**src/cbu_pkg.sv**
```systemverilog
// constants and types shared by the conditional branch unit
package cbu_pkg;
    localparam int PC_W = 16;
    localparam int OFF_W = 7;
    localparam int SR_W = 8;
    localparam int SEL_W = 3;
    localparam int OP_W = 3;
    localparam int FLAG_C = 0;
    localparam int FLAG_Z = 1;
    localparam logic [PC_W-1:0] PC_STEP = 16'h0001;
    localparam logic [PC_W-1:0] PC_RST = 16'h0000;
    localparam int SKIP_CYCLES = 1;
    localparam int TAKEN_CYCLES = 2;

    typedef enum logic [OP_W-1:0] {
        CBU_OP_STATUS_BIT_CLEAR = 3'h0,
        CBU_OP_EQUAL = 3'h1,
        CBU_OP_NOT_EQUAL = 3'h2,
        CBU_OP_CARRY_SET = 3'h3,
        CBU_OP_CARRY_CLEAR = 3'h4,
        CBU_OP_SAME_OR_HIGHER = 3'h5
    } cbu_op_t;

    typedef enum logic [1:0] {
        CBU_ST_IDLE = 2'h1,
        CBU_ST_FLUSH = 2'h2
    } cbu_state_t;
endpackage : cbu_pkg

```
**src/cbu_eval_if.sv**
```systemverilog
// carrier between the branch sequencer and the condition evaluator
`timescale 1ns/100ps
`default_nettype none
interface cbu_eval_if;
    logic [cbu_pkg::OP_W-1:0] op;
    logic [cbu_pkg::SEL_W-1:0] sel;
    logic [cbu_pkg::SR_W-1:0] status;
    logic [cbu_pkg::OFF_W-1:0] offset;
    logic [cbu_pkg::PC_W-1:0] pc;
    logic cond;
    logic [cbu_pkg::PC_W-1:0] target;
    logic [cbu_pkg::PC_W-1:0] next_pc;

    modport ask (
        output op,
        output sel,
        output status,
        output offset,
        output pc,
        input cond,
        input target,
        input next_pc
    );

    modport eval (
        input op,
        input sel,
        input status,
        input offset,
        input pc,
        output cond,
        output target,
        output next_pc
    );
endinterface : cbu_eval_if
`default_nettype wire

```
**src/cbu_cond.sv**
```systemverilog
// condition evaluator and branch target adder
`timescale 1ns/100ps
`default_nettype none
module cbu_cond (
    cbu_eval_if.eval ev
);
    function automatic logic [cbu_pkg::PC_W-1:0] sext_off(
        input logic [cbu_pkg::OFF_W-1:0] k
    );
        sext_off = {{(cbu_pkg::PC_W-cbu_pkg::OFF_W){k[cbu_pkg::OFF_W-1]}}, k};
    endfunction : sext_off

    // wraps modulo the program counter width, as the core does
    function automatic logic [cbu_pkg::PC_W-1:0] pc_add(
        input logic [cbu_pkg::PC_W-1:0] base,
        input logic [cbu_pkg::PC_W-1:0] delta
    );
        pc_add = base + delta;
    endfunction : pc_add

    wire logic flag_z;
    wire logic flag_c;
    wire logic sel_bit;
    wire logic op_bit_clear;
    wire logic op_equal;
    wire logic op_not_equal;
    wire logic op_carry_set;
    wire logic op_carry_clear;

    assign flag_z = ev.status[cbu_pkg::FLAG_Z];
    assign flag_c = ev.status[cbu_pkg::FLAG_C];
    assign sel_bit = ev.status[ev.sel];
    assign op_bit_clear = ev.op == cbu_pkg::CBU_OP_STATUS_BIT_CLEAR;
    assign op_equal = ev.op == cbu_pkg::CBU_OP_EQUAL;
    assign op_not_equal = ev.op == cbu_pkg::CBU_OP_NOT_EQUAL;
    assign op_carry_set = ev.op == cbu_pkg::CBU_OP_CARRY_SET;
    // same-or-higher is the carry-clear test under another name
    assign op_carry_clear = (ev.op == cbu_pkg::CBU_OP_CARRY_CLEAR)
        || (ev.op == cbu_pkg::CBU_OP_SAME_OR_HIGHER);

    // unlisted codes never branch
    assign ev.cond = (op_bit_clear && !sel_bit)
        || (op_equal && flag_z)
        || (op_not_equal && !flag_z)
        || (op_carry_set && flag_c)
        || (op_carry_clear && !flag_c);

    assign ev.target = pc_add(pc_add(ev.pc, sext_off(ev.offset)),
        cbu_pkg::PC_STEP);
    assign ev.next_pc = pc_add(ev.pc, cbu_pkg::PC_STEP);
endmodule : cbu_cond
`default_nettype wire

```
**src/cbu_top.sv**
```systemverilog
// conditional branch unit: sequencing, program counter hand-off, checks
`timescale 1ns/100ps
`default_nettype none
module cbu_top (
    input wire logic I_REF_CLK,
    input wire logic I_RESET_N,
    input wire logic I_ISSUE,
    input wire logic [cbu_pkg::OP_W-1:0] I_OP,
    input wire logic [cbu_pkg::SEL_W-1:0] I_BIT_SEL,
    input wire logic [cbu_pkg::OFF_W-1:0] I_OFFSET,
    input wire logic [cbu_pkg::SR_W-1:0] I_STATUS,
    input wire logic [cbu_pkg::PC_W-1:0] I_PC,
    output logic O_READY,
    output logic O_STALL,
    output logic O_PC_LOAD,
    output logic [cbu_pkg::PC_W-1:0] O_PC_NEXT,
    output logic O_TAKEN,
    output logic O_DONE,
    output logic O_STATUS_WE
);
    cbu_eval_if ev_bus ();

    cbu_pkg::cbu_state_t state_q;
    cbu_pkg::cbu_state_t state_d;
    logic [cbu_pkg::PC_W-1:0] pc_next_q;
    logic [cbu_pkg::PC_W-1:0] pc_next_d;
    logic pc_load_q;
    logic pc_load_d;
    logic taken_q;
    logic taken_d;
    logic done_q;
    logic done_d;

    wire logic idle;
    wire logic flushing;
    wire logic accept;
    wire logic take;

    assign ev_bus.op = I_OP;
    assign ev_bus.sel = I_BIT_SEL;
    assign ev_bus.status = I_STATUS;
    assign ev_bus.offset = I_OFFSET;
    assign ev_bus.pc = I_PC;

    cbu_cond u_cond (
        .ev(ev_bus)
    );

    assign idle = state_q == cbu_pkg::CBU_ST_IDLE;
    assign flushing = state_q == cbu_pkg::CBU_ST_FLUSH;
    // an issue while flushing is ignored; the decoder sees O_READY low
    assign accept = I_ISSUE && idle;
    assign take = accept && ev_bus.cond;

    // taken branch spends one extra cycle so fetch can refill
    always_comb begin
        state_d = state_q;
        unique case (state_q)
            cbu_pkg::CBU_ST_IDLE: begin
                if (take) begin
                    state_d = cbu_pkg::CBU_ST_FLUSH;
                end
            end
            cbu_pkg::CBU_ST_FLUSH: begin
                state_d = cbu_pkg::CBU_ST_IDLE;
            end
            default: begin
                state_d = cbu_pkg::CBU_ST_IDLE;
            end
        endcase
    end

    assign pc_next_d = accept ? (take ? ev_bus.target : ev_bus.next_pc)
        : pc_next_q;
    assign pc_load_d = take;
    assign taken_d = accept ? ev_bus.cond : (flushing && taken_q);
    assign done_d = (accept && !ev_bus.cond) || flushing;

    always_ff @(posedge I_REF_CLK or negedge I_RESET_N) begin
        if (!I_RESET_N) begin
            state_q <= cbu_pkg::CBU_ST_IDLE;
            pc_next_q <= cbu_pkg::PC_RST;
            pc_load_q <= 1'h0;
            taken_q <= 1'h0;
            done_q <= 1'h0;
        end else begin
            state_q <= state_d;
            pc_next_q <= pc_next_d;
            pc_load_q <= pc_load_d;
            taken_q <= taken_d;
            done_q <= done_d;
        end
    end

    assign O_READY = idle;
    assign O_STALL = flushing;
    assign O_PC_LOAD = pc_load_q;
    assign O_PC_NEXT = pc_next_q;
    assign O_TAKEN = taken_q;
    assign O_DONE = done_q;
    // branches never touch the flags, so the write strobe stays low
    assign O_STATUS_WE = 1'h0;

    // reference values the checks compare against
    wire logic chk_sel_bit;
    wire logic chk_z;
    wire logic chk_c;
    wire logic [cbu_pkg::PC_W-1:0] chk_target;
    wire logic [cbu_pkg::PC_W-1:0] chk_sext;
    wire logic chk_neg;

    assign chk_sel_bit = I_STATUS[I_BIT_SEL];
    assign chk_z = I_STATUS[cbu_pkg::FLAG_Z];
    assign chk_c = I_STATUS[cbu_pkg::FLAG_C];
    // sign of k, taken from the top bit of the offset field
    assign chk_neg = I_OFFSET[cbu_pkg::OFF_W-1];
    assign chk_sext = {{(cbu_pkg::PC_W-cbu_pkg::OFF_W){chk_neg}},
        I_OFFSET};
    assign chk_target = I_PC + chk_sext + cbu_pkg::PC_STEP;

    AST_BIT_CLEAR: assert property (@(posedge I_REF_CLK)
        disable iff (!I_RESET_N)
        accept && (I_OP == cbu_pkg::CBU_OP_STATUS_BIT_CLEAR)
        |=> O_PC_LOAD == !$past(chk_sel_bit))
        else $error("status-bit-clear branch decision wrong");

    AST_EQUAL: assert property (@(posedge I_REF_CLK)
        disable iff (!I_RESET_N)
        accept && (I_OP == cbu_pkg::CBU_OP_EQUAL)
        |=> O_PC_LOAD == $past(chk_z))
        else $error("equal branch decision wrong");

    AST_NOT_EQUAL: assert property (@(posedge I_REF_CLK)
        disable iff (!I_RESET_N)
        accept && (I_OP == cbu_pkg::CBU_OP_NOT_EQUAL)
        |=> O_PC_LOAD == !$past(chk_z))
        else $error("not-equal branch decision wrong");

    AST_CARRY_SET: assert property (@(posedge I_REF_CLK)
        disable iff (!I_RESET_N)
        accept && (I_OP == cbu_pkg::CBU_OP_CARRY_SET)
        |=> O_PC_LOAD == $past(chk_c))
        else $error("carry-set branch decision wrong");

    AST_CARRY_CLEAR: assert property (@(posedge I_REF_CLK)
        disable iff (!I_RESET_N)
        accept && ((I_OP == cbu_pkg::CBU_OP_CARRY_CLEAR)
        || (I_OP == cbu_pkg::CBU_OP_SAME_OR_HIGHER))
        |=> O_PC_LOAD == !$past(chk_c))
        else $error("carry-clear branch decision wrong");

    AST_NO_FLAG_WRITE: assert property (@(posedge I_REF_CLK)
        disable iff (!I_RESET_N)
        (O_DONE || O_PC_LOAD || O_STALL) |-> !O_STATUS_WE)
        else $error("branch wrote the status flags");

    AST_TAKEN_TWO: assert property (@(posedge I_REF_CLK)
        disable iff (!I_RESET_N)
        take |=> (O_PC_LOAD && O_STALL && !O_DONE && !O_READY)
        ##1 (O_DONE && O_TAKEN && O_READY && !O_PC_LOAD))
        else $error("taken branch did not last two cycles");

    AST_SKIP_ONE: assert property (@(posedge I_REF_CLK)
        disable iff (!I_RESET_N)
        accept && !ev_bus.cond
        |=> O_DONE && !O_TAKEN && !O_PC_LOAD && O_READY)
        else $error("untaken branch did not finish in one cycle");

    AST_TARGET: assert property (@(posedge I_REF_CLK)
        disable iff (!I_RESET_N)
        take |=> O_PC_NEXT == $past(chk_target))
        else $error("branch target is not pc plus signed k plus one");

    AST_SEQ_PC: assert property (@(posedge I_REF_CLK)
        disable iff (!I_RESET_N)
        accept && !ev_bus.cond
        |=> O_PC_NEXT == ($past(I_PC) + cbu_pkg::PC_STEP))
        else $error("untaken branch next pc is not pc plus one");

    AST_PC_HOLD: assert property (@(posedge I_REF_CLK)
        disable iff (!I_RESET_N)
        !accept |=> $stable(O_PC_NEXT))
        else $error("next pc changed without an accepted branch");

    // an issue seen in the flush cycle must leave no trace
    AST_FLUSH_REFUSE: assert property (@(posedge I_REF_CLK)
        disable iff (!I_RESET_N)
        I_ISSUE && flushing |=> !O_PC_LOAD && $stable(O_PC_NEXT))
        else $error("issue during the flush cycle was not ignored");

    AST_LOAD_PULSE: assert property (@(posedge I_REF_CLK)
        disable iff (!I_RESET_N)
        O_PC_LOAD |=> !O_PC_LOAD && !O_STALL)
        else $error("pc load strobe lasted more than one cycle");

    AST_TAKEN_END: assert property (@(posedge I_REF_CLK)
        disable iff (!I_RESET_N)
        O_DONE && O_TAKEN |=> !O_TAKEN || O_PC_LOAD)
        else $error("taken flag outlived its branch");

    COV_TAKEN: cover property (@(posedge I_REF_CLK)
        disable iff (!I_RESET_N)
        take ##1 O_STALL ##1 O_DONE);

    COV_NOT_TAKEN: cover property (@(posedge I_REF_CLK)
        disable iff (!I_RESET_N)
        accept && !ev_bus.cond ##1 O_DONE);

    COV_BACK_TO_BACK: cover property (@(posedge I_REF_CLK)
        disable iff (!I_RESET_N)
        (accept && !ev_bus.cond) ##1 take);

    COV_BACKWARD: cover property (@(posedge I_REF_CLK)
        disable iff (!I_RESET_N)
        take && chk_neg);
endmodule : cbu_top
`default_nettype wire

```
**config.mk**
```make
export PLATFORM = sky130hd
export DESIGN_NAME = cbu_top
export DESIGN_NICKNAME = d
export VERILOG_FILES = /design/src/cbu_pkg.sv /design/src/cbu_eval_if.sv /design/src/cbu_cond.sv /design/src/cbu_top.sv
export SDC_FILE = /design/constraint.sdc
export NUM_CORES = 1
export LEC_CHECK = 0
export ABC_CLOCK_PERIOD_IN_PS = 1600
export BUFFER_PORTS_ARGS = -buffer_cell sky130_fd_sc_hd__buf_4
export CAP_MARGIN = 40
export CORE_ASPECT_RATIO = 0.6
export CORE_MARGIN = 2
export CORE_UTILIZATION = 53
export CTS_CLUSTER_DIAMETER = 150
export CTS_CLUSTER_SIZE = 12
export DETAILED_ROUTE_END_ITERATION = 10
export GPL_ROUTABILITY_DRIVEN = 0
export PLACE_DENSITY = 0.77
export SLEW_MARGIN = 25
export SYNTH_ARGS = -nofsm -noshare
export SYNTH_HDL_FRONTEND = slang
export SYNTH_HIERARCHICAL = 1
export SYNTH_SLANG_ARGS = --single-unit
```
**constraint.sdc**
```tcl
create_clock -name I_REF_CLK -period 1.6 [get_ports I_REF_CLK]
set_input_delay 0.16 -clock I_REF_CLK [delete_from_list [all_inputs] [get_ports I_REF_CLK]]
set_output_delay 0.16 -clock I_REF_CLK [all_outputs]
set_load 0.01 [all_outputs]
```
After elaboration in Yosys (flattened, before gate mapping)
Index checks and enable logic that the tools add are counted.

Flip-flop bits (word level): 21. Input bits: 40. Output and inout port bits: 22. Logic and storage cells: 43.

$add $sub $neg: 3. $lt $le $gt $ge: 1. Equal/unequal tests: 8. Multiplexer cells: 6. Reduce and logical (&&, ||, !) cells: 20.

Operators by type and width (number): $add A16 B1 Y16 const B (2); $add A16 B16 Y16 (1); $mux W16 (1); $logic_and A1 B1 Y1 (9); $eq A3 B2 Y1 const B (2); $eq A3 B3 Y1 const B (2); $logic_or A1 B1 Y1 (6); $logic_not A1 Y1 (4); $lt A3 B4 Y1 const B (1); $mux W2 (2); $bmux W1 S3 (1); $eq A3 B1 Y1 const B (1); $logic_not A3 Y1 (1); $eq A2 B1 Y1 const B (1); $eq A2 B2 Y1 const B (1); $mux W1 (2); $ne A2 B2 Y1 const B (1).

Longest topological paths before layout
Depth in word-level cells: 11. Depth in mapped cells: 11. Depth with buffers taken out: 11.

Modules after synthesis
The synthesis kept the hierarchy.

By module, submodules not included: cbu_top (instances 1, cells an instance 68, area each 1106.1 um^2, sequential area each 526.8 um^2); cbu_cond (instances 1, cells an instance 141, area each 1084.8 um^2, sequential area each 0.0 um^2).

Worst setup path after synthesis
Ideal clock, no wire load.

Kind: input port to flip-flop. From: in I_PC[0] (netlist bit). To: reg pc_next_q, in the netlist O_PC_NEXT[12]. Arrival time: 2149 ps. Path slack: -674 ps. Stages: 11. Cell sequence: inv_1 ha_1 inv_1 fa_1 a21o_1 a221o_1 nand3_1 a21o_1 a211oi_2 mux2_4 mux2_4.

Longest elaborated chain between the ends: 3.

RTL lines: start, declared (line cbu_top.sv:12) `input wire logic [cbu_pkg::PC_W-1:0] I_PC,`; $add A16 B16 Y16 (line cbu_cond.sv:18) `pc_add = base + delta;`; $add A16 B1 Y16 (line cbu_cond.sv:18); via ev_bus.target (one bit) (line cbu_eval_if.sv:11) `logic [cbu_pkg::PC_W-1:0] target;`; $mux W16 (line cbu_top.sv:73) `assign pc_next_d = accept ? (take ? ev_bus.target : ev_bus.next_pc)`; end signal, assigned (line cbu_top.sv:82) `pc_next_q <= cbu_pkg::PC_RST;`; end signal, assigned (line cbu_top.sv:88) `pc_next_q <= pc_next_d;`; end, declared (line cbu_top.sv:25) `logic [cbu_pkg::PC_W-1:0] pc_next_q;`.

The timed path passes the listed nets, and every way through them passes these cells. A chain may end at the register's enable or synchronous reset.

Worst setup path after layout
Ends and elaborated chain as after synthesis.

==> metrics.txt <==
status finished, violations left; failing checks negative setup slack; Post-Place Setup Slack -0.850 ns; worst path cell trace buf_12 > inv_12 > ha_4 > inv_2 > fa_2 > a21o_1 > a221o_1 > nand3_2 > a21o_1 > a211oi_2 > mux2_4 > mux2_4; register area share after synthesis 24.0%; layout cell share with drive strength beyond 1 55.8%; Finish-stage setup viols 21; clock tree buffer depth 2; P per Cell Area 762 nW/um^2; Max Fanout on Critical Path 3; Most used DFF post-synth dfrtp_1; first-pass GRT wire length 9910 um; H-tree depth 1; fmax 466 MHz; crit path kind in2reg; Logic pwr share roughly 57%; Final Hold Viols 0; post-synthesis cell type count 45; DRT iter0 DRCs 93; Worst Path Buf+Inv 3; Root Buffer clkbuf_8; top-area cell type share of the netlist area between 20% and 30%; Pleak 1.67 nW; Internal 1.70 mW; remaining antenna violation count 0; first-pass detailed-route iteration total 4; Synth top cells by count mux2_4 (30), dfrtp_1 (20), xnor2_1 (20), ha_1 (16), nand2_1 (13); via count 2126; synth warn 6; routed len/inst 17.5 um; Starting Density 54.3%; CP max-delay cell a221o_1; Setup crit end kind flip-flop; final worst-path cycle share 134%; Hold Path Class in2async; CP peak stage delay 0.39 ns; most common cell in the netlist mux2_4; Clock power frac about an eighth; RSZ-0062 raised after global routing true; antenna violations before repair 0; Total Wirelength 6600 um; FFs w/ async S/R, synth 100%; via/cell ratio 5.62; Max VDD drop about 0.44 mV; cells after synthesis 209; I/O pin count 62; Max Clock Skew 0.00909 ns; final hold slack 0.313 ns; NetSw 0.858 mW; gr ovfl total 0; switching part of the total ~34%; max-slew violation count 0; row cnt 18; Synth area leaders dfrtp_1 (23%), mux2_4 (21%), ha_1 (9.1%); critical path required time 1.74 ns; Seq. cell area 527 sq um; DIE HEIGHT 53.8 um; final instance area between 3000 and 4000 sq um; DP HPWL between 4000 and 5000 um; Reg power frac 29.8%; CTS tree built; core area 4030 sq um; placed cells 371; IO buf count 60; Post-synth EDFFs 0; fin nets 386; vias in the first global route slightly above 2000; Area growth syn-to-layout 53.1%; Die ar. approximately 4700 sq um; die width between 80 and 90 um; gr usage total approximately 28%; Setup crit start kind input pin; synthesized flop and latch total 21; post-place instance area 3170 sq um; family with the most delay on the worst path compound AO/OA/AOI/OAI gates; layout filler cell count 235; pin count of the biggest net entering global routing 22; cts bufs inserted 3; post-synth top area cell dfrtp_1; clk_lat worst skew 0.26 ns; Max-cap violations 0; Residual DRC 0; final worst setup slack -0.545 ns; Finished Core Util 83.2%; Sink Count 21; area of the multi-input gates approximately 1700 sq um; Diodes inserted 0; Mapped Avg Cell Area 10.5 sq um; syn_nets 266; Post-Layout Cell Count around 380; Worst EP arrival 2.28 ns; Syn Std Cell Area 2190 sq um; Tmin final 2.15 ns; Reg clk slew, reported paths roughly 0.080 ns
-- registers in the layout, indices dropped and copies added (netlist names) --
signal	flops
O_PC_NEXT	16
state_q	2
O_DONE	1
O_PC_LOAD	1
O_TAKEN	1
-- final timing paths --
kind                                   startpoint                        end  slack [ns]  cells after the start
setup / recovery                          I_PC[0]  O_PC_NEXT[12]$_DFFE_PN0N_       -0.55                     12
hold / removal                          I_RESET_N          O_TAKEN$_DFF_PN0_        0.31                      2
setup reg to reg           state_q[0]$_DFFE_PN1P_   O_PC_NEXT[2]$_DFFE_PN0N_        0.21                      3
hold reg to reg                 O_TAKEN$_DFF_PN0_          O_TAKEN$_DFF_PN0_        0.52                      1
max in group asynchronous               I_RESET_N     state_q[0]$_DFFE_PN1P_        1.02                      2
min in group I_REF_CLK                    I_PC[0]   O_PC_NEXT[0]$_DFFE_PN0N_        0.35                      4
-- power by group through the flow --
| stage | Sequential (mW) | Clock, mW | Combinational, mW |
|---|---|---|---|
| finish | 0.761 | 0.339 | 1.46 |
| global route | 0.772 | 0.363 | 1.55 |
| CTS | 0.751 | 0.349 | 1.43 |
| detailed placement | 0.755 | 0 | 1.36 |
| global placement | 0.757 | 0 | 1.32 |
| floorplan | 0.801 | 0 | 0.699 |
-- placed cells by master, fill, tap and decap left out, types with 2 or more instances in the layout --
| master | n |
|---|---|
| nand3_1 | 8 |
| and3_1 | 7 |
| mux2_4 | 33 |
| o21ai_0 | 3 |
| a31oi_1 | 3 |
| nor2_1 | 5 |
| ha_4 | 3 |
| buf_6 | 4 |
| nand4_1 | 3 |
| a221o_1 | 2 |
| buf_4 | 112 |
| and4_1 | 2 |
| o21ai_1 | 3 |
| clkbuf_8 | 3 |
| ha_1 | 13 |
| buf_8 | 2 |
| nand2_1 | 12 |
| and2_4 | 2 |
| buf_12 | 3 |
| a221oi_2 | 2 |
| nor2b_1 | 2 |
| a21o_1 | 8 |
| dfrtp_1 | 20 |
| a211oi_2 | 2 |
| mux2i_1 | 2 |
| inv_1 | 5 |
| a21oi_1 | 11 |
| xnor2_1 | 20 |
| mux4_2 | 2 |
| xor2_1 | 7 |
-- area by class of cell --
type,count,area share (%)
timing repair buffer,122,29.4
inverter,8,1.34
clock buffer,3,1.23
tap,50,1.86
clock inverter,1,0.149
multi-input combinational,173,50.3
sequential,21,15.7
-- kinds of logic after synthesis --
kind of cell               after synthesis  synth area share [%]
adders and majority gates               17                  10.1
and+or+nand+nor                         48                  11.8
buffers and inverters                   15                  3.77
xor gates and xnor gates                27                  10.8
AOI/OAI and AO/OA                       43                  13.9
muxes                                   37                  25.4
DFF                                     21                  24.0
other                                    1                 0.171
-- worst reg2reg max path, stage by stage (launching register included) --
cell,delay (ns)
dfstp_2,0.54
and3b_1,0.20
buf_12,0.20
mux2_4,0.34
-- layer usage --
layer	track usage, %	share of wire (%)
met4	7.03	1.4
met2	46.2	46
met3	2.15	6.0
met5	0	0
met1	39.8	46
-- through the flow --
stage / TNS [ns] / total power, mW
floorplan: -8.83 / 1.50
global placement: -13.71 / 2.08
detailed placement: -14.53 / 2.11
CTS: -8.85 / 2.53
global route: -9.21 / 2.68
finish: -8.07 / 2.56
-- repair_timing --
action / 4_1_cts / 5_1_grt
pin swaps: 11 / 7
hold endpoints to repair: 20 / 0
hold buffers: 1 / 0
cloned: 1 / 0
buffers inserted: 4 / 2
resized for setup: 21 / 9
endpoints found under the setup margin: 21 / 21
(Power assumes the default switching activity.)
